[src/hw/host_port_pkg.sv]
package host_port_pkg;

  localparam int AXI_AW = 12;
  localparam logic [AXI_AW-1:0] ADDR_ENDIAN_CTRL = 12'h000;
  localparam logic [AXI_AW-1:0] ADDR_STATUS = 12'h004;

  // Endian control fields
  localparam int BIT_LOW_LANE_SWAP = 0;
  localparam int BIT_HIGH_LANE_SWAP = 1;
  // Status fields
  localparam int BIT_INIT_PENDING = 0;
  localparam int BIT_WIDTH16 = 1;
  localparam int BIT_ILLEGAL = 2;
  localparam int BIT_SWAP_ACTIVE = 3;

  localparam logic [1:0] RESP_OKAY = 2'h0;
  localparam logic [1:0] RESP_SLVERR = 2'h2;

  localparam logic RST_WIDTH16 = 1'b1;
  localparam logic [1:0] LANE_BOTH = 2'h3;
  localparam logic [1:0] LANE_LOW = 2'h1;
  localparam logic [1:0] LANE_HIGH = 2'h2;
  localparam logic [1:0] LANES_OFF = 2'h3;

  typedef enum logic [1:0] {
    HP_IDLE = 2'h0,
    HP_RD_WAIT = 2'h1,
    HP_RD_DRIVE = 2'h3
  } host_state_e;

  typedef struct packed {
    logic ce_n;
    logic oe_n;
    logic we_n;
    logic width_strap;
    logic [12:0] addr;
    logic [15:0] data;
  } host_in_s;

  typedef struct packed {
    logic req;
    logic we;
    logic [11:0] addr;
    logic [1:0] be;
    logic [15:0] wdata;
  } mem_req_s;

endpackage : host_port_pkg

[src/hw/host_port.sv]
`timescale 1ns/1ps
`default_nettype none
module host_port
  import host_port_pkg::*;
(
  input wire logic aclk,
  input wire logic aresetn,
  input wire logic [AXI_AW-1:0] s_axi_awaddr,
  input wire logic s_axi_awvalid,
  output logic s_axi_awready,
  input wire logic [31:0] s_axi_wdata,
  input wire logic [3:0] s_axi_wstrb,
  input wire logic s_axi_wvalid,
  output logic s_axi_wready,
  output logic [1:0] s_axi_bresp,
  output logic s_axi_bvalid,
  input wire logic s_axi_bready,
  input wire logic [AXI_AW-1:0] s_axi_araddr,
  input wire logic s_axi_arvalid,
  output logic s_axi_arready,
  output logic [31:0] s_axi_rdata,
  output logic [1:0] s_axi_rresp,
  output logic s_axi_rvalid,
  input wire logic s_axi_rready,
  input wire host_in_s host_i,
  output logic [15:0] data_o,
  output logic [1:0] data_oe_n,
  output logic pull_up_hi,
  output logic init_pending_n,
  input wire logic boot_code_image_done,
  input wire logic protection_structures_done,
  output mem_req_s mem_o,
  input wire logic [15:0] mem_rdata
);

  typedef struct packed {
    host_in_s sync1;
    host_in_s sync2;
    logic prev_sel;
    logic prev_we_n;
    logic strap_taken;
    logic width16;
    logic high_lane_swap;
    logic low_lane_swap;
    logic boot_done;
    logic prot_done;
    logic illegal;
    logic rd_a0;
    logic rd_lat;
    host_state_e fsm;
    logic [15:0] dout;
    logic [1:0] doe_n;
    mem_req_s mem;
    logic aw_got;
    logic w_got;
    logic [AXI_AW-1:0] awaddr;
    logic [31:0] wdata;
    logic [3:0] wstrb;
    logic bvalid;
    logic [1:0] bresp;
    logic rvalid;
    logic [31:0] rdata;
    logic [1:0] rresp;
  } state_s;

  state_s st_r;
  state_s st_nxt;

  function automatic logic [15:0] lane_swap(input logic [15:0] d);
    lane_swap = {d[7:0], d[15:8]};
  endfunction : lane_swap

  // Flash words to host lanes; upper lane idle in byte mode
  function automatic logic [15:0] route_rd(input logic [15:0] m,
      input logic w16, input logic a0, input logic swp);
    if (w16) begin
      route_rd = swp ? lane_swap(m) : m;
    end else if (a0) begin
      route_rd = {8'hFF, m[15:8]};
    end else begin
      route_rd = {8'hFF, m[7:0]};
    end
  endfunction : route_rd

  logic swap_active;
  logic wr_fire;
  logic rd_start;
  logic wr_end;
  logic [31:0] status_word;

  assign swap_active = st_r.high_lane_swap & st_r.low_lane_swap
                       & st_r.width16;
  assign s_axi_awready = !st_r.aw_got && !st_r.bvalid;
  assign s_axi_wready = !st_r.w_got && !st_r.bvalid;
  assign s_axi_arready = !st_r.rvalid;
  assign wr_fire = (st_r.aw_got || s_axi_awvalid)
                   && (st_r.w_got || s_axi_wvalid) && !st_r.bvalid;
  assign rd_start = !st_r.sync2.ce_n && !st_r.sync2.oe_n && !st_r.prev_sel;
  assign wr_end = !st_r.sync2.ce_n && st_r.sync2.we_n && !st_r.prev_we_n;
  assign status_word = {28'h0000000, swap_active, st_r.illegal,
                        st_r.width16, !(st_r.boot_done && st_r.prot_done)};

  always_comb begin
    logic [AXI_AW-1:0] wa;
    logic [31:0] wd;
    logic [3:0] ws;
    logic ill_ev;
    st_nxt = st_r;
    ill_ev = 1'b0;
    wa = st_r.aw_got ? st_r.awaddr : s_axi_awaddr;
    wd = st_r.w_got ? st_r.wdata : s_axi_wdata;
    ws = st_r.w_got ? st_r.wstrb : s_axi_wstrb;
    // Pins pass two flops before use
    st_nxt.sync1 = host_i;
    st_nxt.sync2 = st_r.sync1;
    st_nxt.prev_sel = !st_r.sync2.ce_n && !st_r.sync2.oe_n;
    st_nxt.prev_we_n = st_r.sync2.we_n || st_r.sync2.ce_n;
    // Strap resampled every idle cycle without a host read select while init is pending, from the second cycle after reset
    if (!st_r.strap_taken) begin
      st_nxt.strap_taken = 1'b1;
    end
    if (st_r.strap_taken && !st_nxt.prev_sel && st_r.fsm == HP_IDLE
        && !(st_r.boot_done && st_r.prot_done)) begin
      st_nxt.width16 = st_r.sync2.width_strap;
    end
    if (boot_code_image_done) begin
      st_nxt.boot_done = 1'b1;
    end
    if (protection_structures_done) begin
      st_nxt.prot_done = 1'b1;
    end
    st_nxt.mem.req = 1'b0;
    st_nxt.mem.we = 1'b0;

    case (st_r.fsm)
      HP_IDLE: begin
        st_nxt.doe_n = LANES_OFF;
        if (st_r.boot_done && st_r.prot_done) begin
          if ((rd_start || wr_end) && st_r.sync2.addr[0] && st_r.width16)
          begin
            st_nxt.illegal = 1'b1;
            ill_ev = 1'b1;
          end else if (rd_start) begin
            st_nxt.mem.req = 1'b1;
            st_nxt.mem.addr = st_r.sync2.addr[12:1];
            st_nxt.mem.be = LANE_BOTH;
            st_nxt.rd_a0 = st_r.sync2.addr[0];
            st_nxt.fsm = HP_RD_WAIT;
          end else if (wr_end) begin
            st_nxt.mem.req = 1'b1;
            st_nxt.mem.we = 1'b1;
            st_nxt.mem.addr = st_r.sync2.addr[12:1];
            if (st_r.width16) begin
              st_nxt.mem.be = LANE_BOTH;
              st_nxt.mem.wdata = swap_active
                ? lane_swap(st_r.sync2.data) : st_r.sync2.data;
            end else begin
              st_nxt.mem.be = st_r.sync2.addr[0] ? LANE_HIGH : LANE_LOW;
              st_nxt.mem.wdata = {st_r.sync2.data[7:0],
                                  st_r.sync2.data[7:0]};
            end
          end
        end
      end
      HP_RD_WAIT: begin
        // Memory word arrives one cycle after the request
        if (!st_r.rd_lat) begin
          st_nxt.rd_lat = 1'b1;
        end else begin
          st_nxt.rd_lat = 1'b0;
          st_nxt.dout = route_rd(mem_rdata, st_r.width16, st_r.rd_a0,
                                 swap_active);
          st_nxt.doe_n = st_r.width16 ? 2'h0 : 2'h2;
          st_nxt.fsm = HP_RD_DRIVE;
        end
      end
      HP_RD_DRIVE: begin
        if (st_r.sync2.ce_n || st_r.sync2.oe_n) begin
          st_nxt.doe_n = LANES_OFF;
          st_nxt.fsm = HP_IDLE;
        end
      end
      default: begin
        st_nxt.fsm = HP_IDLE;
      end
    endcase

    // Register bus, write side
    if (s_axi_awvalid && s_axi_awready) begin
      st_nxt.aw_got = 1'b1;
      st_nxt.awaddr = s_axi_awaddr;
    end
    if (s_axi_wvalid && s_axi_wready) begin
      st_nxt.w_got = 1'b1;
      st_nxt.wdata = s_axi_wdata;
      st_nxt.wstrb = s_axi_wstrb;
    end
    if (wr_fire) begin
      st_nxt.aw_got = 1'b0;
      st_nxt.w_got = 1'b0;
      st_nxt.bvalid = 1'b1;
      st_nxt.bresp = RESP_OKAY;
      if (wa[AXI_AW-1:2] == ADDR_ENDIAN_CTRL[AXI_AW-1:2]) begin
        if (ws[0]) begin
          st_nxt.low_lane_swap = wd[BIT_LOW_LANE_SWAP];
          st_nxt.high_lane_swap = wd[BIT_HIGH_LANE_SWAP];
        end
      end else if (wa[AXI_AW-1:2] == ADDR_STATUS[AXI_AW-1:2]) begin
        // A new illegal access in the same cycle wins over the clear
        if (ws[0] && wd[BIT_ILLEGAL] && !ill_ev)
        begin
          st_nxt.illegal = 1'b0;
        end
      end else begin
        st_nxt.bresp = RESP_SLVERR;
      end
    end else if (st_r.bvalid && s_axi_bready) begin
      st_nxt.bvalid = 1'b0;
    end

    // Register bus, read side
    if (s_axi_arvalid && s_axi_arready) begin
      st_nxt.rvalid = 1'b1;
      st_nxt.rresp = RESP_OKAY;
      if (s_axi_araddr[AXI_AW-1:2] == ADDR_ENDIAN_CTRL[AXI_AW-1:2]) begin
        st_nxt.rdata = {30'h00000000, st_r.high_lane_swap,
                        st_r.low_lane_swap};
      end else if (s_axi_araddr[AXI_AW-1:2] == ADDR_STATUS[AXI_AW-1:2])
      begin
        st_nxt.rdata = status_word;
      end else begin
        st_nxt.rdata = 32'h00000000;
        st_nxt.rresp = RESP_SLVERR;
      end
    end else if (st_r.rvalid && s_axi_rready) begin
      st_nxt.rvalid = 1'b0;
    end
  end

  always_ff @(posedge aclk) begin
    if (!aresetn) begin
      st_r <= '0;
      st_r.sync1 <= '1;
      st_r.sync2 <= '1;
      st_r.prev_we_n <= 1'b1;
      st_r.width16 <= RST_WIDTH16;
      st_r.doe_n <= LANES_OFF;
      st_r.fsm <= HP_IDLE;
    end else begin
      st_r <= st_nxt;
    end
  end

  assign s_axi_bvalid = st_r.bvalid;
  assign s_axi_bresp = st_r.bresp;
  assign s_axi_rvalid = st_r.rvalid;
  assign s_axi_rdata = st_r.rdata;
  assign s_axi_rresp = st_r.rresp;
  assign data_o = st_r.dout;
  assign data_oe_n = st_r.doe_n;
  assign pull_up_hi = !st_r.width16;
  assign init_pending_n = st_r.boot_done && st_r.prot_done;
  assign mem_o = st_r.mem;
endmodule : host_port
`default_nettype wire

[config.mk]
export PLATFORM = sky130hd
export DESIGN_NAME = host_port
export DESIGN_NICKNAME = d
export VERILOG_FILES = /design/src/hw/host_port_pkg.sv /design/src/hw/host_port.sv
export SDC_FILE = /design/constraint.sdc
export NUM_CORES = 1
export LEC_CHECK = 0
export ABC_AREA = 1
export BUFFER_PORTS_ARGS = -buffer_cell sky130_fd_sc_hd__buf_2
export CORE_AREA = 2 2 136 138
export DETAILED_ROUTE_END_ITERATION = 12
export DIE_AREA = 0 0 138 140
export SYNTH_ARGS = -nofsm -noshare
export SYNTH_HDL_FRONTEND = slang
export SYNTH_SLANG_ARGS = --single-unit
[constraint.sdc]
create_clock -name aclk -period 1.5 [get_ports aclk]
set_input_delay 0.225 -clock aclk [delete_from_list [all_inputs] [get_ports aclk]]
set_output_delay 0.225 -clock aclk [all_outputs]
set_load 0.03 [all_outputs]
==> results.txt <==
----------------------------------------------------
[Place]
  Buffers added on ports ... 144
  HPWL after DPL ... 9200 um
  Final weighted congestion in routability-driven placement ... 0.809

[Route]
  Final antenna-violating net count ... 0
  DR pass1 iterations ... 5
  Number of vias per cell ... 4.29
  Wire length per cell after detailed routing ... 11.6 um
  Total detailed-routing wirelength ... 13000 um
  Remaining routing DRC violations ... 0
  Initial detailed-routing violation count ... 269
  Via Count ... 4820

[Clocking]
  Latest clock arrival within the worst-skew pair ... 0.42 ns
  Total number of clock tree sinks ... 153
  Inserted Clock Buffers ... 17
  Clock Tree Buf Depth ... 2
  Maximum level of the CTS H-tree ... 4
  Cell chosen for the clock root ... clkbuf_16
  Reg clk slew, reported paths ... 0.06 ns
  TritonCTS clock tree ... done

[Power and ir drop]
  Fraction of power spent switching nets ... 0.250
  Clock network power share ... 0.462
  Share of power burned in registers ... 0.455
  Power density normalized to cell area ... 1230 nW/um2
  Internal Pwr Total ... 0.00705 W
  Part of the total power dissipated in combinational logic ... 0.084
  Total net switching power ... 0.00234 W
  Peak supply drop ... 826 uV
  Static Leak ... 3.58 nW

[Critical path]
  Cell family with the largest share of critical-path delay ... buffers and inverters
  Type of destination of the critical path ... output pin
  Crit path cell chain ... nand2_2 > buf_4 > inv_1 > buf_4
  Critical path class ... flip-flop to output pin
  R2R setup slack ... 0.10 ns
  Crit path top cell by count ... buf_4
  Signal arrival time at the worst endpoint ... 1.19 ns
  Worst endpoint required time ... 1.27 ns
  Slowest Stage Delay on Critical Path ... 0.34 ns
  Buffering stage count on the worst path with inverters included ... 3
  Max stage delay cell, worst path ... dfxtp_1
  Worst Path Max Fanout ... 3
  Element type at the critical path start ... flip-flop

[Logic synthesis]
  Leading cell types by total area after synthesis ... dfxtp_1, buf_4, nor2_1, or2_2, nand2_1
  Cell Area, Synth ... 6150 um2
  Avg Inst Size Synth ... 8.23 um2
  Top-area cell type share of the netlist area ... 0.498
  Async set or reset register ratio after synthesis ... 0
  Sequential share of the synthesized area ... 0.498
  Most common flop cell mapped by yosys ... dfxtp_1
  Synth Warn # ... 0
  #FFs+latches synth ... 153
  EDFF count, synth ... 0
  Cell variety after synth ... 34
  Post-synthesis cell count ... 748
  Area leader, netlist ... dfxtp_1

[STA]
  Top achievable clock speed ... 708 MHz
  Summed negative setup slack over all endpoints ... 0 ns
  Period Utilization, post-route ... 0.941
  Tightest hold margin ... 0.0370 ns
  Number of endpoints failing setup at the final stage ... 0
  Final number of max-transition violations ... 0
  Shortest period the worst path allows ... 1.41 ns
  Setup repair after global routing missed its margin ... yes
  Clk_skew ... 0.00982 ns
  Number of endpoints with negative hold slack in the final report ... 0

[Die]
  Overall die height ... 140 um
  Die span in x ... 138 um
  Io pins ... 211
  Full die area ... 19300 um2
  CORE AREA ... 17800 um2
  Site Rows ... 49
  Initial Util ... 0.346

[GRT]
  Antenna violations before repair ... 0
  Global-route congestion overflow total ... 0
  Total routing usage reported by global routing ... 0.137
  Vias in the first global route ... 4569
  Largest net degree at the start of global routing ... 69
  Global-route wire length before repair ... 21400 um

[Cells and area]
  Area growth, synth to finish ... 24.2%
  N_diodes ... 0
  Most frequent standard cell in the layout excluding fill and tap cells ... dfxtp_1
  Commonest cells after routing, fill and taps aside ... dfxtp_1, buf_2, nor2_1, nand2_1, or2_2
  Nets ... 1000
  Fraction of final layout cells sized beyond drive strength 1 ... 0.328

[Hold path]
  Type of the most critical hold path ... input port to flip-flop

[Run]
  Max-cap violations ... 0

[Status]
  Result of the run ... finished clean

----------------------------------------------------
==> final timing paths <==
kind	startpoint	endpoint	depth (start not counted)
setup / recovery	st_r[143]$_SDFFE_PN0P_	init_pending_n	4
hold / removal	host_i[30]	st_nxt[181]$_SDFF_PN1_	2
setup reg to reg	st_r[138]$_SDFFE_PN0P_	mem_o[2]$_SDFFE_PN0P_	8
hold reg to reg	st_nxt[181]$_SDFF_PN1_	st_r[181]$_SDFF_PN1_	1
==> kinds of logic (layout without fill, tap and decap cells) <==
logic type | after synthesis | count (layout) | share of synthesized area
other | 1 | 30 | 0.000609
AND/OR/NAND/NOR | 314 | 314 | 0.239
flip-flops | 153 | 153 | 0.498
AO/OA/AOI/OAI | 123 | 123 | 0.108
buffers and inverters | 157 | 275 | 0.154
==> per-layer routing <==
metal | GRT usage | vias to the layer above | wire length, um
met1 | 0.171 | 2136 | 5950
met4 | 0.0677 | 0 | 302
met3 | 0.0379 | 16 | 739
met5 | 0 | - | 0
met2 | 0.217 | 132 | 6020
li1 | - | 2536 | -
==> metrics by stage <==
step	utilization	instances	setup slack, ns	instance area (um2)	total power (W)
after global routing	0.430	1124	-0.0417	7640	0.00982
final	0.430	1124	0.0880	7640	0.00939
after CTS	0.427	1121	0.0155	7590	0.00954
after global placement	0.374	1055	0.111	6650	0.00508
after floorplan	-	777	0.0300	6270	0.00490
after detailed placement	0.374	1055	0.0741	6650	0.00508
==> flip-flops by register name, indices dropped and copies added (netlist names) <==
register and flops:
data_o 16, data_oe_n 2, mem_o 32, s_axi_bresp 1, s_axi_bvalid 1, s_axi_rdata 4, s_axi_rresp 1, s_axi_rvalid 1
st_nxt 33, st_r 62
==> cell type report <==
| type | instances | area (um2) |
|---|---|---|
| sequential | 153 | 3070 |
| fill | 1788 | 10100 |
| tap | 229 | 287 |
| clock buffer | 17 | 425 |
| inverter | 44 | 173 |
| timing repair buffer | 199 | 1250 |
| multi-input combinational | 467 | 2260 |
| clock inverter | 15 | 176 |
==> power by group through the flow <==
stage / registers [W] / logic, W / clock network [W]
6_report: 0.00427 / 0.000784 / 0.00433
5_1_grt: 0.00429 / 0.000880 / 0.00465
4_1_cts: 0.00427 / 0.000786 / 0.00448
3_5_place_dp: 0.00436 / 0.000718 / 0
3_3_place_gp: 0.00436 / 0.000713 / 0
2_1_floorplan: 0.00436 / 0.000539 / 0
==> repair_timing <==
item,4_1_cts,5_1_grt
resized for setup,0,14
hold buffers,34,0
endpoints found under the hold margin,34,0
setup buffers,0,2
setup endpoints to repair,0,19
==> cell usage after synthesis (3+ instances only) <==
| library cell | instances |
|---|---|
| dfxtp_1 | 153 |
| nor2_1 | 118 |
| buf_4 | 87 |
| nand2_1 | 86 |
| or2_2 | 68 |
| o21ai_0 | 59 |
| inv_1 | 37 |
| a21oi_1 | 32 |
| nand3_1 | 25 |
| clkbuf_1 | 16 |
| o21ai_1 | 15 |
| buf_2 | 7 |
| o221ai_1 | 7 |
| inv_2 | 6 |
| nand2_2 | 4 |
| buf_6 | 3 |
| nor2_4 | 3 |
| o31ai_1 | 3 |
No activity file was read; power rests on OpenSTA's default activity.
